<file path="src/logic/pwmtfp_pkg.sv">
// constants and types for the pwm timer fractional prescaler
// ----------------------------------------------------------------------
// Notes on behaviour
// - there are four identical timers, each with its own divider, overflow setting and counter.
// - each pwm channel picks one timer and follows that timer's counter value.
// - one shared source clock is picked by a two-bit field: 1 bus clock, 2 fast oscillator, 3 crystal.
// - each timer divides the shared source into a tick pulse that steps its counter.
// - the divider is A plus B/256, with A in config bits 21:12 and B in bits 11:4.
// - with B zero the divider gives one tick every A source pulses.
// - with B nonzero, B of every 256 ticks last A+1 source pulses and the rest last A.
// - the longer periods are spread evenly among the shorter ones.
// - software writes a new divider, then sets the update bit; it takes effect at the next overflow.
// - hardware clears the update bit itself once the update is taken.
// - the registers run on the bus clock, gated by a system clock enable and cleared by a system reset bit.
// - the timer path supports a resolution of up to 14 bits.
// - each 14-bit counter steps per tick, counts to 2^resolution-1, overflows and restarts at zero.
// ----------------------------------------------------------------------
package pwmtfp_pkg;

  // --------------------------------------------------------------------
  // sizes
  // --------------------------------------------------------------------
  localparam int NUM_TIMERS   = 4;
  localparam int NUM_CHANNELS = 8;
  localparam int CNT_W        = 14;
  localparam int DIV_A_W      = 10;
  localparam int DIV_B_W      = 8;
  localparam int RES_W        = 4;
  localparam int TSEL_W       = 2;
  localparam int ADDR_W       = 12;

  // --------------------------------------------------------------------
  // register offsets (byte addresses)
  // --------------------------------------------------------------------
  localparam logic [ADDR_W-1:0] OFS_CONF0  = 12'h000;
  localparam logic [ADDR_W-1:0] OFS_CLKSEL = 12'h010;
  localparam logic [ADDR_W-1:0] OFS_CHSEL  = 12'h014;
  localparam logic [ADDR_W-1:0] OFS_COUNT0 = 12'h018;

  // --------------------------------------------------------------------
  // timer config field layout
  // --------------------------------------------------------------------
  localparam int RES_LSB   = 0;
  localparam int DIV_B_LSB = 4;
  localparam int DIV_A_LSB = 12;
  localparam int PAUSE_BIT = 22;
  localparam int CRST_BIT  = 23;
  localparam int UPD_BIT   = 24;

  // --------------------------------------------------------------------
  // reset values and limits
  // --------------------------------------------------------------------
  localparam logic [RES_W-1:0]   RES_RST   = 4'h0;
  localparam logic [RES_W-1:0]   RES_MAX   = 4'hE;
  localparam logic [DIV_A_W-1:0] DIV_A_RST = 10'h001;
  localparam logic [DIV_B_W-1:0] DIV_B_RST = 8'h00;

  typedef enum logic [1:0] {
    SRC_NONE,
    SRC_BUS,
    SRC_FOSC,
    SRC_XTAL
  } pwmtfp_src_t;

endpackage

</file>
<file path="src/logic/pwmtfp_prescaler.sv">
// fractional A+B/256 prescaler producing a one-cycle tick enable
`timescale 1ns/1ps
module pwmtfp_prescaler
  import pwmtfp_pkg::*;
#(
  parameter int A_W = DIV_A_W,
  parameter int B_W = DIV_B_W
) (
  input  wire logic           clk,
  input  wire logic           sys_rst,
  input  wire logic           clear,
  input  wire logic           src_en,
  input  wire logic [A_W-1:0] div_a,
  input  wire logic [B_W-1:0] div_b,
  output logic                tick
);

  // --------------------------------------------------------------------
  // period arithmetic
  // --------------------------------------------------------------------
  logic [A_W:0] src_cnt;
  logic [B_W-1:0] frac_acc;
  logic         long_period;

  wire [B_W:0] frac_sum   = {1'b0, frac_acc} + {1'b0, div_b};
  wire [A_W:0] period     = {1'b0, div_a} + {{A_W{1'b0}}, long_period};
  // a zero divider would tick on every source pulse; treat it as one
  wire [A_W:0] last       = (period == '0) ? {{A_W{1'b0}}, 1'b1} : period;
  wire [A_W:0] cnt_inc    = src_cnt + {{A_W{1'b0}}, 1'b1};
  wire         end_period = src_en && (cnt_inc >= last);

  // --------------------------------------------------------------------
  // counter and phase accumulator
  // --------------------------------------------------------------------
  always_ff @(posedge clk or posedge sys_rst) begin
    if (sys_rst) begin
      src_cnt     <= '0;
      frac_acc    <= '0;
      long_period <= 1'b0;
      tick        <= 1'b0;
    end else if (clear) begin
      src_cnt     <= '0;
      frac_acc    <= '0;
      long_period <= 1'b0;
      tick        <= 1'b0;
    end else begin
      tick <= end_period;
      if (end_period) begin
        src_cnt     <= '0;
        // carry out of the accumulator marks a long period: B carries
        // per 256 ticks, spaced as evenly as the 8-bit phase allows
        frac_acc    <= frac_sum[B_W-1:0];
        long_period <= frac_sum[B_W];
      end else if (src_en) begin
        src_cnt <= cnt_inc;
      end
    end
  end

endmodule

</file>
<file path="src/logic/pwmtfp_top.sv">
// four-timer clock select, fractional prescale and timebase counters
`timescale 1ns/1ps
module pwmtfp_top
  import pwmtfp_pkg::*;
#(
  parameter int N_TMR = NUM_TIMERS,
  parameter int N_CH  = NUM_CHANNELS
) (
  input  wire logic              clk,
  input  wire logic              sys_rst,
  input  wire logic              bus_clk_enable,
  input  wire logic              soft_reset,
  input  wire logic              fast_oscillator_clock,
  input  wire logic              crystal_clock,
  input  wire logic              psel,
  input  wire logic              penable,
  input  wire logic              pwrite,
  input  wire logic [ADDR_W-1:0] paddr,
  input  wire logic [31:0]       pwdata,
  output logic [31:0]            prdata,
  output logic                   pready,
  output logic                   pslverr,
  output logic [CNT_W-1:0]       timer_count [N_TMR],
  output logic [N_TMR-1:0]       timer_tick,
  output logic [N_TMR-1:0]       timer_overflow,
  output logic [CNT_W-1:0]       pwm_channel_count [N_CH]
);

  // --------------------------------------------------------------------
  // register state
  // --------------------------------------------------------------------
  pwmtfp_src_t        clk_sel;
  logic [TSEL_W-1:0]  chan_sel     [N_CH];
  logic [RES_W-1:0]   conf_res     [N_TMR];
  logic [DIV_A_W-1:0] conf_a       [N_TMR];
  logic [DIV_B_W-1:0] conf_b       [N_TMR];
  logic [N_TMR-1:0]   conf_pause;
  logic [N_TMR-1:0]   conf_crst;
  logic [N_TMR-1:0]   timer_param_update;
  logic [RES_W-1:0]   act_res      [N_TMR];
  logic [DIV_A_W-1:0] act_a        [N_TMR];
  logic [DIV_B_W-1:0] act_b        [N_TMR];
  logic [N_TMR-1:0]   take_upd;
  logic [N_TMR-1:0]   wr_conf;
  logic [31:0]        rd_word;
  logic               rd_hit;

  // --------------------------------------------------------------------
  // apb decode
  // --------------------------------------------------------------------
  // zero wait states: pready is always high, read data is caught in setup
  wire       setup_ph  = psel && !penable;
  wire       access_ph = psel && penable;
  wire       wr_en     = access_ph && pwrite && bus_clk_enable;
  wire [2:0] word_idx  = paddr[4:2];
  wire       in_conf   = (paddr >= OFS_CONF0) && (paddr < OFS_CLKSEL);
  wire       in_count  = (paddr >= OFS_COUNT0) &&
                         (paddr < OFS_COUNT0 + 12'h010);
  wire [ADDR_W-1:0] cnt_rel = paddr - OFS_COUNT0;
  wire [1:0] cnt_idx   = cnt_rel[3:2];
  wire       hit_clk   = (paddr == OFS_CLKSEL);
  wire       hit_chsel = (paddr == OFS_CHSEL);
  wire       aligned   = (paddr[1:0] == 2'b00);
  wire       mapped    = aligned && (in_conf || in_count ||
                                     hit_clk || hit_chsel);
  wire       ro_write  = pwrite && in_count;

  assign pready  = 1'b1;
  assign pslverr = access_ph && (!mapped || ro_write);

  // --------------------------------------------------------------------
  // shared source clock select
  // --------------------------------------------------------------------
  // sources are enables on clk, so the selection never glitches a clock
  wire src_pulse = bus_clk_enable && (
                   (clk_sel == SRC_BUS) ||
                   ((clk_sel == SRC_FOSC) && fast_oscillator_clock) ||
                   ((clk_sel == SRC_XTAL) && crystal_clock));

  always_ff @(posedge clk or posedge sys_rst) begin
    if (sys_rst) begin
      clk_sel <= SRC_NONE;
    end else if (soft_reset) begin
      clk_sel <= SRC_NONE;
    end else if (wr_en && hit_clk && aligned) begin
      clk_sel <= pwmtfp_src_t'(pwdata[1:0]);
    end
  end

  // --------------------------------------------------------------------
  // per-timer staging, prescaler and counter
  // --------------------------------------------------------------------
  genvar g;
  generate
    for (g = 0; g < N_TMR; g++) begin : g_tmr
      logic             tick;
      logic [CNT_W-1:0] cnt;
      wire [RES_W-1:0]  res_eff = (act_res[g] > RES_MAX) ?
                                  RES_MAX : act_res[g];
      wire [CNT_W:0]    top_w   = ({{CNT_W{1'b0}}, 1'b1} << res_eff) -
                                  {{CNT_W{1'b0}}, 1'b1};
      wire [CNT_W-1:0]  top     = top_w[CNT_W-1:0];
      wire              step    = tick && !conf_pause[g] &&
                                  !conf_crst[g];
      wire              ovf     = step && (cnt == top);

      assign wr_conf[g]  = wr_en && in_conf && aligned &&
                           (word_idx == 3'(g));
      // a held counter reset also lets staged values in at once
      assign take_upd[g] = timer_param_update[g] &&
                           (ovf || conf_crst[g]);

      pwmtfp_prescaler #(
        .A_W (DIV_A_W),
        .B_W (DIV_B_W)
      ) u_presc (
        .clk     (clk),
        .sys_rst (sys_rst),
        .clear   (soft_reset || conf_crst[g]),
        .src_en  (src_pulse && !conf_pause[g]),
        .div_a   (act_a[g]),
        .div_b   (act_b[g]),
        .tick    (tick)
      );

      always_ff @(posedge clk or posedge sys_rst) begin
        if (sys_rst) begin
          conf_res[g]           <= RES_RST;
          conf_a[g]             <= DIV_A_RST;
          conf_b[g]             <= DIV_B_RST;
          conf_pause[g]         <= 1'b0;
          conf_crst[g]          <= 1'b0;
          timer_param_update[g] <= 1'b0;
        end else if (soft_reset) begin
          conf_res[g]           <= RES_RST;
          conf_a[g]             <= DIV_A_RST;
          conf_b[g]             <= DIV_B_RST;
          conf_pause[g]         <= 1'b0;
          conf_crst[g]          <= 1'b0;
          timer_param_update[g] <= 1'b0;
        end else begin
          if (wr_conf[g]) begin
            conf_res[g]   <= pwdata[RES_LSB +: RES_W];
            conf_b[g]     <= pwdata[DIV_B_LSB +: DIV_B_W];
            conf_a[g]     <= pwdata[DIV_A_LSB +: DIV_A_W];
            conf_pause[g] <= pwdata[PAUSE_BIT];
            conf_crst[g]  <= pwdata[CRST_BIT];
          end
          // a fresh software set wins over the hardware clear
          timer_param_update[g] <= (wr_conf[g] && pwdata[UPD_BIT]) ||
                                   (timer_param_update[g] &&
                                    !take_upd[g]);
        end
      end

      always_ff @(posedge clk or posedge sys_rst) begin
        if (sys_rst) begin
          act_res[g] <= RES_RST;
          act_a[g]   <= DIV_A_RST;
          act_b[g]   <= DIV_B_RST;
        end else if (soft_reset) begin
          act_res[g] <= RES_RST;
          act_a[g]   <= DIV_A_RST;
          act_b[g]   <= DIV_B_RST;
        end else if (take_upd[g]) begin
          act_res[g] <= conf_res[g];
          act_a[g]   <= conf_a[g];
          act_b[g]   <= conf_b[g];
        end
      end

      always_ff @(posedge clk or posedge sys_rst) begin
        if (sys_rst) begin
          cnt                  <= '0;
          timer_overflow[g]    <= 1'b0;
          timer_tick[g]        <= 1'b0;
        end else if (soft_reset || conf_crst[g]) begin
          cnt                  <= '0;
          timer_overflow[g]    <= 1'b0;
          timer_tick[g]        <= 1'b0;
        end else begin
          timer_tick[g]     <= step;
          timer_overflow[g] <= ovf;
          if (ovf) begin
            cnt <= '0;
          end else if (step) begin
            cnt <= cnt + {{(CNT_W-1){1'b0}}, 1'b1};
          end
        end
      end

      assign timer_count[g] = cnt;
    end
  endgenerate

  // --------------------------------------------------------------------
  // channel timer select
  // --------------------------------------------------------------------
  genvar c;
  generate
    for (c = 0; c < N_CH; c++) begin : g_ch
      always_ff @(posedge clk or posedge sys_rst) begin
        if (sys_rst) begin
          chan_sel[c]          <= '0;
          pwm_channel_count[c] <= '0;
        end else if (soft_reset) begin
          chan_sel[c]          <= '0;
          pwm_channel_count[c] <= '0;
        end else begin
          if (wr_en && hit_chsel && aligned) begin
            chan_sel[c] <= pwdata[c*TSEL_W +: TSEL_W];
          end
          pwm_channel_count[c] <= timer_count[chan_sel[c]];
        end
      end
    end
  endgenerate

  // --------------------------------------------------------------------
  // read mux
  // --------------------------------------------------------------------
  always_comb begin
    rd_word = '0;
    rd_hit  = 1'b0;
    if (in_conf && aligned) begin
      rd_hit = 1'b1;
      for (int i = 0; i < N_TMR; i++) begin
        if (word_idx == 3'(i)) begin
          rd_word[RES_LSB +: RES_W]     = conf_res[i];
          rd_word[DIV_B_LSB +: DIV_B_W] = conf_b[i];
          rd_word[DIV_A_LSB +: DIV_A_W] = conf_a[i];
          rd_word[PAUSE_BIT]            = conf_pause[i];
          rd_word[CRST_BIT]             = conf_crst[i];
          rd_word[UPD_BIT]              = timer_param_update[i];
        end
      end
    end else if (in_count && aligned) begin
      rd_hit                = 1'b1;
      rd_word[CNT_W-1:0]    = timer_count[cnt_idx];
    end else if (hit_clk) begin
      rd_hit                = 1'b1;
      rd_word[1:0]          = clk_sel;
    end else if (hit_chsel) begin
      rd_hit = 1'b1;
      for (int k = 0; k < N_CH; k++) begin
        rd_word[k*TSEL_W +: TSEL_W] = chan_sel[k];
      end
    end
  end

  // read data is latched in setup, so the access phase sees a flop
  always_ff @(posedge clk or posedge sys_rst) begin
    if (sys_rst) begin
      prdata <= '0;
    end else if (setup_ph && !pwrite) begin
      prdata <= rd_hit ? rd_word : '0;
    end
  end

endmodule
</file>
<file path="config.mk">
export PLATFORM = sky130hd
export DESIGN_NAME = pwmtfp_top
export DESIGN_NICKNAME = d
export VERILOG_FILES = /design/src/logic/pwmtfp_pkg.sv /design/src/logic/pwmtfp_prescaler.sv /design/src/logic/pwmtfp_top.sv
export SDC_FILE = /design/constraint.sdc
export NUM_CORES = 1
export LEC_CHECK = 0
export BUFFER_PORTS_ARGS = -buffer_cell sky130_fd_sc_hd__buf_2
export CAP_MARGIN = 15
export CORE_MARGIN = 1.5
export CORE_UTILIZATION = 25
export CTS_BUF_LIST = sky130_fd_sc_hd__clkbuf_4 sky130_fd_sc_hd__clkbuf_8
export DETAILED_ROUTE_END_ITERATION = 10
export PLACE_DENSITY = 0.42
export SKIP_LAST_GASP = 1
export SYNTH_ARGS = -nofsm -noshare
export SYNTH_HDL_FRONTEND = slang
export SYNTH_SLANG_ARGS = --single-unit
</file>
<file path="constraint.sdc">
create_clock -name clk -period 17.46 [get_ports clk]
set_clock_uncertainty 0.2 [all_clocks]
set_input_delay 0.873 -clock clk [delete_from_list [all_inputs] [get_ports clk]]
set_output_delay 0.873 -clock clk [all_outputs]
set_load 0.05 [all_outputs]
</file>
Word level (Yosys, flattened, before mapping)
Cells that the tools add are included.
Widths: inputs -> output; s select.
{ "totals": {"reg_bits": 498, "input_bits": 53, "out_inout_bits": 210, "elab_cells": 464} }
{ "classes": {"n_addsub": 21, "order_cmp": 21, "n_eq_ne": 12, "n_shift": 4, "mux": 197, "n_bitwise": 9, "reduce_logical": 118} }
{ "ops": {"columns": ["cell", "n"], "rows": [
  ["$mux 14", 40],
  ["$bmux 14 s2", 9],
  ["$mux 8", 24],
  ["$mux 11", 16],
  ["$mux 10", 16],
  ["$mux 25", 5],
  ["$mux 4", 20],
  ["$logic_and 1x1->1", 57],
  ["$add 14x1->14 const B", 4],
  ["$eq 14x14->1", 4],
  ["$shl 1x4->14 const A", 4],
  ["$sub 14x1->14 const B", 4],
  ["$add 10x1->11", 4],
  ["$add 11x1->11 const B", 4],
  ["$ge 11x11->1", 4],
  ["$logic_not 11->1", 4],
  ["$mux 1", 44],
  ["$mux 2", 20],
  ["$add 8x8->9", 4],
  ["$mux 16", 2],
  ["$reduce_bool 2->1", 14],
  ["$ge 3x3->1 const B", 9],
  ["$not 2->3", 9],
  ["$eq 12x5->1 const B", 2],
  ["16 further kinds", 59]
]} }

Longest topological paths before layout
Gate-level depths: netlist of run 1.
{ "logic_depth": {"depth_word": 12, "mapped_depth": 17, "mapped_depth_nobuf": 16} }

Modules after synthesis
Synthesis of run 1 repeated with hierarchy kept, for this count alone.
{ "hier_totals": {"cells_unflattened": 2904, "hier_area_um2": 29189.2} }
{ "by_module_without_submodules": {"columns": ["module", "n_inst", "cells_per_inst", "area_per_inst_um2", "seq_area_each_um2"], "rows": [
  ["pwmtfp_top", 1, 2142, 22301.4, 10194.8],
  ["pwmtfp_prescaler at g_tmr[0].u_presc ...", 3, 191, 1724.2, 525.5],
  ["pwmtfp_prescaler at g_tmr[3].u_presc", 1, 189, 1715.4, 525.5]
]} }

Least setup slack after synthesis of run 1
OpenSTA, ideal clock, no wires.
{ "synth_timing": {"path_type": "input to output", "startpoint": "input paddr[3]", "endpoint": "output pslverr", "arrival_ns": 3.202, "required_time_ns": 16.387, "path_slack_ns": 13.185, "stages": 7, "path_buffers": 4, "cell_sequence": "buf_2 > buf_1 > clkbuf_1 > buf_1 > a21o_1 > a21oi_1 > a21oi_1"} }
{ "synth_between": {"elab_chain_cells": 9, "elab_cells_between_ends": 16, "classes_between": "order compare: 4; eq/ne: 2; reduce/logical: 10"} }
{ "synth_lines": {"columns": ["item", "line_no", "rtl"], "rows": [
  ["start: declaration", "pwmtfp_top.sv:18", "input wire logic [ADDR_W-1:0] paddr,"],
  ["$ge 12x1->1 (tied with other cells)", "pwmtfp_top.sv:56", "wire in_conf = (paddr >= OFS_CONF0) && (paddr < OFS_CLKSEL);"],
  ["$logic_and 1x1->1 (on tied branches)", "pwmtfp_top.sv:56, pwmtfp_top.sv:57", null],
  ["$logic_or 1x1->1 (2 in a row)", "pwmtfp_top.sv:64", "wire mapped = aligned && (in_conf || in_count ||"],
  ["$logic_or 1x1->1", "pwmtfp_top.sv:65", "hit_clk || hit_chsel);"],
  ["$logic_and 1x1->1", "pwmtfp_top.sv:64", null],
  ["$logic_not 1->1", "pwmtfp_top.sv:69", "assign pslverr = access_ph && (!mapped || ro_write);"],
  ["$logic_or 1x1->1 (*)", "pwmtfp_top.sv:69", null],
  ["$logic_and 1x1->1 (*)", "pwmtfp_top.sv:69", null],
  ["end: declaration", "pwmtfp_top.sv:22", "output logic pslverr,"]
]} }
Every way passes the cells marked *; elsewhere a longest branch is shown, timed or not.

Worst setup path after layout of run 1
{ "layout_timing": {"startpoint": "register act_res[11] (netlist bit)", "endpoint": "register act_a[28] (netlist bit)"} }
{ "layout_between": {"elab_chain_cells": 9} }
{ "layout_lines": {"columns": ["item", "line_no", "rtl"], "rows": [
  ["start: declaration", "pwmtfp_top.sv:40", "logic [RES_W-1:0] act_res [N_TMR];"],
  ["start signal: indexed assignment", "pwmtfp_top.sv:166", "act_res[g] <= conf_res[g];"],
  ["$gt 4x4->1", "pwmtfp_top.sv:98", "wire [RES_W-1:0] res_eff = (act_res[g] > RES_MAX) ?"],
  ["$mux 4 (*)", "pwmtfp_top.sv:98", null],
  ["$shl 1x4->14 (*)", "pwmtfp_top.sv:100", "wire [CNT_W:0] top_w = ({{CNT_W{1'b0}}, 1'b1} << res_eff) -"],
  ["$sub 14x1->14 (*)", "pwmtfp_top.sv:100", null],
  ["$eq 14x14->1 (*)", "pwmtfp_top.sv:105", "wire ovf = step && (cnt == top);"],
  ["$logic_and 1x1->1 (*)", "pwmtfp_top.sv:105", null],
  ["$logic_or 1x1->1 (*)", "pwmtfp_top.sv:111", "(ovf || conf_crst[g]);"],
  ["$logic_and 1x1->1 (*)", "pwmtfp_top.sv:110", "assign take_upd[g] = timer_param_update[g] &&"],
  ["$reduce_bool 2->1 (no line) (*)", null, null],
  ["end signal: indexed assignment", "pwmtfp_top.sv:167", "act_a[g] <= conf_a[g];"],
  ["end: declaration", "pwmtfp_top.sv:41", "logic [DIV_A_W-1:0] act_a [N_TMR];"]
]} }
Marks and branches as above.
A chain may end at the register's enable or synchronous reset.

==> results.md, run 1 <==
* Residual DRC count at 0
* Outcome: finished, final reports clean
* CP top delay family: compound AO/OA/AOI/OAI gates
* Initial antenna violation count at 24
* Share of layout cells above drive strength 1 at 22.0%
* RD Place Congestion at 0.814
* YS warnings at 0
* Drt first pass iters at 5
* Mean post-synth cell area at 10.0 um2
* P&R area growth vs syn at 16.0%
* DIE AREA at 119000 um2
* WP data arrival at 4.85 ns
* Number of global-route vias before repair at 22793
* Die width at 346 um
* TritonCTS clock tree: built
* Mux cell area share after synthesis at 15.1%
* Post-Synthesis Cells at 2920
* Crit-path cells: or4b_2 -> ha_1 -> and2_1 -> o2111a_1 -> a211oi_1 -> a2111oi_4 -> a31oi_4 -> mux2i_1 -> nor2_1
* Grt ovf at 0
* Buf/Inv on CP at 0
* EDFF count, synth at 0
* I/O Pins at 263
* # Max-Cap Violations at 0
* # setup viols final at 0
* Mapped cell area at 29300 um2
* Via count at 23712
* Post-synthesis sequential area ratio at 41.9%
* Cts hold-fix bufs at 0
* Resize count post-CTS at 0
* Max_slew headroom at 20.4%
* Buffers inserted by post-CTS timing repair at 0
* Antenna Nets Post-Route at 0
* Site Rows at 125
* Clk pin slew, worst setup/hold paths at 0.06 ns
* Final hold violation count at 0
* Maximum vdd drop at 0.0000516 V
* Final Cycle Share at 25.6%
* Max incr delay on CP at 0.95 ns
* Compound-cell area share of the yosys netlist at 11.6%
* Main synth FF type: dfrtp_1
* Worst setup EP type: flop
* H-tree levels at 3
* CP Class: reg2reg
* First-pass GRT wire length at 160000 um
* Final Max Tran Viols at 0
* Critical R2R Capture: act_a[28]$_DFFE_PP0P_
* Post-synthesis cell type count at 95
* Min Clock Period, post-route at 4.47 ns
* Worst Path Required at 17.84 ns
* Ys async rst share at 100%
* Drt total wl at 108000 um
* XOR/XNOR share of the synthesized area at 3.52%
* Largest family of logic cells by synthesized area: simple AND/OR/NAND/NOR gates
* Post-Synth Adder-Cell Area at 4.40%
* Core footprint at 116000 um2
* Main area contributors after synthesis: dfrtp_1 (41%), mux4_2 (11%), nand2_1 (5.3%)
* TritonCTS buffer count at 97
* Clock Sinks at 491
* Design Power at 0.00250 W
* Chip height at 346 um
* Worst-Margin Slew at 1.19 ns
* R2R Setup Slk at 12.99 ns
* Simple-Gate Fraction of Synth Area at 19.2%
* RSZ-0062 raised after global routing: no
* Worst path slowest cell: a31oi_4
* Pin count of the biggest net entering global routing at 168
* Pwr Density at 73.5 nW/um2
* CTS Buffer Depth at 3
* Share of the synthesized area in the top cell type at 41.2%
* Reg2reg path depth at 9
* Top fanout value on the critical path at 23
* Total track usage at 17.7%
* Initial core utilization at 25.2%
* Most common cell in the netlist: dfrtp_1
* Synth top cells by count: dfrtp_1 (483), nand2_1 (416), clkbuf_1 (191), nor2_1 (185), a21oi_1 (167)
* Dpl hpwl at 74000 um
* LEAKAGE at 15.2 nW
* Yosys top cell by area: dfrtp_1
* Clock latency on the worst-skew pair at 0.77 ns
* Nets at 3224
* Achievable frequency at 0.224 GHz
* Reg2Reg Launch Point: act_res[11]$_DFFE_PP0P_
* Yosys reg bits at 491
* Root buffer cell: clkbuf_8
* Setup_tns at 0 ns
* DR WL/cell at 23.0 um
* DR vias/cell at 5.07
* IO Port Bufs at 247
* Hold Crit Class: in2async
* Initial DRC count at 1934
* Setup crit start kind: flop
==> logic make-up after synthesis <==
logic type | count (synthesis)
AOI/OAI and AO/OA | 520
muxes | 257
xor gates and xnor gates | 118
and+or+nand+nor | 1134
buffers and inverters | 297
other | 2
DFF | 491
adders and majority gates | 101
==> state kept, by name (all words and copies together), names as in the netlist, 16 cells and up <==
| name | count |
|---|---|
| chan_sel | 16 |
| conf_res | 16 |
| act_res | 16 |
| pwm_channel_count | 112 |
| conf_b | 32 |
| conf_a | 40 |
| g_tmr.u_presc.src_cnt | 44 |
| g_tmr.u_presc.frac_acc | 32 |
| act_a | 40 |
| g_tmr.cnt | 56 |
| act_b | 32 |
| prdata | 25 |
==> worst max-delay path by stage <==
| stage | startpoint | endpoint | cells after the start |
|---|---|---|---|
| 5_1_grt | act_a[10]$_DFFE_PP1P_ | g_tmr[2].u_presc.frac_acc[2]$_DFFE_PP0P_ | 17 |
| 3_5_place_dp | soft_reset | g_tmr[1].u_presc.frac_acc[2]$_DFFE_PP0P_ | 7 |
| 6_report | act_res[11]$_DFFE_PP0P_ | act_a[28]$_DFFE_PP0P_ | 9 |
| 3_3_place_gp | soft_reset | g_tmr[1].u_presc.frac_acc[0]$_DFFE_PP0P_ | 7 |
| 2_1_floorplan | sys_rst | act_a[11]$_DFFE_PP0P_ | 1 |
| 4_1_cts | act_a[10]$_DFFE_PP1P_ | g_tmr[2].u_presc.frac_acc[6]$_DFFE_PP0P_ | 17 |
==> cell type report <==
| type | instances | area (um2) |
|---|---|---|
| Fill cell | 12261 | 82300 |
| Multi-Input combinational cell | 2138 | 15800 |
| Sequential cell | 491 | 12300 |
| Tap cell | 1524 | 1910 |
| Clock buffer | 154 | 1890 |
| Timing Repair Buffer | 303 | 1710 |
| Clock inverter | 23 | 196 |
| Inverter | 40 | 158 |
| Antenna cell | 6 | 15.0 |
==> worst reg2reg max path, stage by stage, from the launching register on <==
cell and delay [ns]:
dfrtp_1 0.61, or4b_2 0.76, ha_1 0.31, and2_1 0.21, o2111a_1 0.24, a211oi_1 0.47
a2111oi_4 0.14, a31oi_4 0.95, mux2i_1 0.34, nor2_1 0.07
==> routing by layer <==
layer / routed length [um] / track usage (%) / up-vias
met3: 7920 / 4.01 / 180
met4: 2600 / 5.08 / 20
li1: - / - / 10789
met2: 48000 / 27.0 / 811
met5: 115 / 0 / -
met1: 48900 / 25.0 / 11912
==> power by group <==
| group | leakage [nW] | internal, W | switching [W] |
|---|---|---|---|
| registers | 6.83 | 0.00114 | 0.00000254 |
| logic | 7.28 | 0.0000169 | 0.0000777 |
| clock network | 1.13 | 0.000706 | 0.000558 |
==> placed cells by master, fill, tap and decap left out, types with 38 or more instances in the layout <==
cell type and count:
o21ai_0 101, ha_1 96, mux4_2 149, a21o_1 41, nor2b_1 140, clkbuf_8 117, nor3_1 47, nand2_1 416
dfrtp_1 483, xnor2_1 70, a22o_1 48, and3_1 58, inv_1 38, xor2_1 48, nor2_1 184, buf_4 54
a21oi_1 167, buf_2 245, nand3_1 103, mux2i_1 105
==> metrics by stage <==
| stage | util [%] | instances | hold slack, ns | area, um2 | worst slack (ns) |
|---|---|---|---|---|---|
| 6_report | 29.2 | 4679 | 0.0206 | 34000 | 12.99 |
| 5_1_grt | 29.2 | 4674 | 0.0576 | 34000 | 12.64 |
| 4_1_cts | 29.2 | 4672 | 0.0127 | 34000 | 12.97 |
| 3_5_place_dp | 27.4 | 4495 | 0.268 | 31900 | 12.80 |
| 3_3_place_gp | 27.4 | 4495 | 0.260 | 31900 | 12.79 |
| 2_1_floorplan | - | 2926 | 0.266 | 29400 | 2.70 |
(Power assumes the default switching activity.)
==> run 2: changes to the inputs <==
- ABC_AREA: not set -> 1
- clock period: 17.46 -> 4.3 ns (I/O delays scaled with it)
==> run 2 against run 1 <==
Against the previous run:
- clock power grew to 4.3 times the previous value
- combinational power rose to 16 times the previous value
- power grew to 4.7 times the previous value
- count of clock-buffer cells in the layout unchanged
- setup slack lost 12 ns
- sequential power grew to 4.3 times the previous value
- largest power group unchanged
==> results.md, run 2 <==
* Drt total wl at 121000 um (+13%)
* Setup_tns at 0 ns (unchanged)
* Compound-cell area share of the yosys netlist at 19.7% (+8.1 points)
* CTS Buffer Depth at 3 (unchanged)
* Worst Path Required at 4.67 ns (-13.17 ns)
* Ys async rst share at 100% (unchanged)
* Clock Sinks at 491 (unchanged)
* Main area contributors after synthesis: dfrtp_1 (42%), o21ai_0 (8.2%), nand2_1 (8.2%)
* Leading cell type in the layout, fill and taps excluded: nand2_1
* # Max-Cap Violations at 0 (unchanged)
* Post-synthesis sequential area ratio at 43.2% (+1.3 points)
* Combinational power share at 13.0% (+9.2 points)
* P&R area growth vs syn at 18.5%
* Initial antenna violation count at 5 (-79%)
* Critical path startpoint: act_a[20]$_DFFE_PP1P_
* Final hold violation count at 0 (unchanged)
* Grt ovf at 0 (unchanged)
* WL met3 at 9610 um (+21%)
* Pin count of the biggest net entering global routing at 105 (-38%)
* Antenna Nets Post-Route at 0 (unchanged)
* # setup viols final at 0 (unchanged)
* Mean post-synth cell area at 7.83 um2 (-22%)
* Dpl hpwl at 87400 um (+18%)
* Placed Cells at 5217 (+16%)
* Worst setup EP type: flop
* Residual DRC count at 0 (unchanged)
* Worst hold start: paddr[8]
* Via count at 27366 (+15%)
* Worst-Margin Slew at 1.18 ns (-0.0114 ns)
* Simple-Gate Fraction of Synth Area at 20.2% (+1.0 points)
* Placed cell areas at 31200 um2 (-2.2%)
* Internal at 0.00830 W (+350%)
* Most common cell in the netlist: nand2_1
* Chip height at 340 um (-1.5%)
* Maximum vdd drop at 0.000266 V (+420%)
* WP data arrival at 4.06 ns (-0.79 ns)
* Clock power frac at 45.6% (-5.0 points)
* DR vias/cell at 5.04 (-0.48%)
* Design Power at 0.0118 W (+370%)
* YS warnings at 0 (unchanged)
* Number of global-route vias before repair at 26101 (+15%)
* Resize count post-CTS at 0 (unchanged)
* H-tree levels at 3 (unchanged)
* Post-Synth Adder-Cell Area at 4.50% (+0.10 points)
* RD Place Congestion at 0.921 (+13%)
* Pwr Density at 351 nW/um2 (+380%)
* RSZ-0062 raised after global routing: no
* Post-Layout Cell Count at 5426 (+16%)
* Total track usage at 20.4% (+2.7 points)
* Leading registers by flop count: pwm_channel_count (112), g_tmr.cnt (56), g_tmr.u_presc.src_cnt (44)
* Nets at 4002 (+24%)
* CP Class: reg2reg
* IO Port Bufs at 247 (unchanged)
* Drt first pass iters at 6 (+1)
* DIE AREA at 116000 um2 (-3.0%)
* Reg2Reg Launch Point: act_a[20]$_DFFE_PP1P_
* Switching pwr at 0.00354 W (+460%)
* Largest register FFs at 112 (unchanged)
* Sw frac at 29.9% (+4.4 points)
* Routed metal-1 wire length at 53800 um (+9.8%)
* Top fanout value on the critical path at 12 (-48%)
* Outcome: finished, final reports clean
* Routed wl met2 at 53600 um (+12%)
* Post-synthesis cell type count at 52 (-45%)
* Root buffer cell: clkbuf_8
* Most frequent cells in the layout: nand2_1 (619), dfrtp_1 (483), o21ai_0 (468)
* Yosys reg bits at 491 (unchanged)
* LEAKAGE at 15.7 nW (+3.1%)
* DR WL/cell at 22.4 um (-2.6%)
* Achievable frequency at 0.271 GHz (+21%)
* I/O Pins at 263 (unchanged)
* Site Rows at 123 (-1.6%)
* TritonCTS buffer count at 95 (-2.1%)
* Clk pin slew, worst setup/hold paths at 0.06 ns (about the same)
* Initial DRC count at 2890 (+49%)
* Share of the synthesized area in the top cell type at 42.5% (+1.3 points)
* Share of layout cells above drive strength 1 at 14.5% (-7.6 points)
* Synth top cells by count: nand2_1 (619), dfrtp_1 (483), o21ai_0 (468), a21oi_1 (420), inv_1 (295)
* Yosys top cell by area: dfrtp_1
* EDFF count, synth at 0 (unchanged)
* Final Max Tran Viols at 0 (unchanged)
* Top Metal Used: met5
* Mapped cell area at 28500 um2 (-3.0%)
* Most flop-heavy register: pwm_channel_count
* XOR/XNOR share of the synthesized area at 4.19% (+0.66 points)
* Final Instance Area at 33700 um2 (-0.89%)
* Post-Synthesis Cells at 3637 (+25%)
* Largest family of logic cells by synthesized area: simple AND/OR/NAND/NOR gates
* Register share of total power at 41.4% (-4.3 points)
* Post-layout util at 29.9% (+0.69 points)
* Die width at 340 um (-1.5%)
* TritonCTS clock tree: built
* Clock latency on the worst-skew pair at 0.74 ns (-0.03 ns)
* Mux cell area share after synthesis at 0% (-15 points)
* Main synth FF type: dfrtp_1
* Initial core utilization at 25.3% (+0.048 points)
* Core footprint at 113000 um2 (-3.2%)
* Setup crit start kind: flop
* Min Clock Period, post-route at 3.69 ns (-0.783 ns)
* Final Cycle Share at 85.8% (+60 points)
* First-pass GRT wire length at 177000 um (+10%)
* Hold Crit Class: in2reg
* Max_slew headroom at 21.2% (+0.77 points)
-- run 2: timing repair --
| item | in CTS | in global routing |
|---|---|---|
| setup buffers | 0 | 0 |
| hold endpoints to repair | 284 | 0 |
| hold buffers | 35 | 0 |
-- run 2: worst paths after layout --
path / end / slack [ns] / cells after the start
worst max-delay path: g_tmr[1].u_presc.src_cnt[5]$_DFFE_PP0P_ / 0.61 / 21
worst min-delay path: clk_sel[1]$_DFFE_PP0P_ / 0.09 / 8
worst max register to register: g_tmr[1].u_presc.src_cnt[5]$_DFFE_PP0P_ / 0.61 / 21
worst min register to register: prdata[3]$_DFFE_PP0P_ / 0.27 / 2
max in group asynchronous: pwm_channel_count[34]$_DFF_PP0_ / 2.28 / 5
min in group asynchronous: g_tmr[1].u_presc.src_cnt[10]$_DFFE_PP0P_ / 0.54 / 4
-- run 2: cell type report --
class / count / area [um2]
Inverter: 324 / 1220
Timing Repair Buffer: 365 / 2260
Fill cell: 12218 / 78900
Clock buffer: 154 / 1960
Clock inverter: 17 / 224
Tap cell: 1500 / 1880
Multi-Input combinational cell: 2572 / 13900
Sequential cell: 491 / 12300
Antenna cell: 3 / 7.51
-- run 2: worst max-delay path, cell delays in order, from the launching register on --
cell	delay, ns
dfstp_2	0.53
ha_1	0.16
nand3_1	0.11
nor3b_1	0.25
nand2_1	0.10
nor2_1	0.16
nand3_1	0.11
xnor2_1	0.14
inv_1	0.08
nand4_1	0.10
nand2_1	0.06
ha_1	0.27
nand4_1	0.08
nor2_1	0.10
nand4_1	0.09
nand4_1	0.12
nand2_1	0.08
nand2_1	0.15
clkinv_1	0.22
buf_4	0.25
nand3_1	0.07
o21ai_0	0.08
-- run 2: routing by layer --
metal | up-vias | track usage, %
met1 | 13097 | 27.9
li1 | 12891 | -
met3 | 261 | 4.33
met5 | - | 0
met2 | 1113 | 31.7
met4 | 4 | 7.32
-- run 2: kinds of logic (layout without fill, tap and decap cells) --
kind of cell,count (synthesis),after routing
simple gates,1274,1274
compound gates,1054,1054
buf+inv,580,860
flops,491,491
xor+xnor,136,136
fa+ha+maj,100,100
other cells,2,11
-- run 2: metrics by stage --
stage | worst slack [ns] | hold WS (ns)
3_3_place_gp | 0.596 | 0.224
6_report | 0.612 | 0.0936
4_1_cts | 0.559 | 0.0129
2_1_floorplan | -2.77 | 0.157
3_5_place_dp | 0.576 | 0.202
5_1_grt | 0.208 | 0.132
-- run 2: power by group through the flow --
stage / Sequential [W] / Clock, W / Combinational, W
finish: 0.00490 / 0.00539 / 0.00154
global route: 0.00492 / 0.00574 / 0.00166
CTS: 0.00490 / 0.00554 / 0.00154
detailed placement: 0.00498 / 0 / 0.00151
global placement: 0.00498 / 0 / 0.00151
floorplan: 0.00522 / 0 / 0.000732
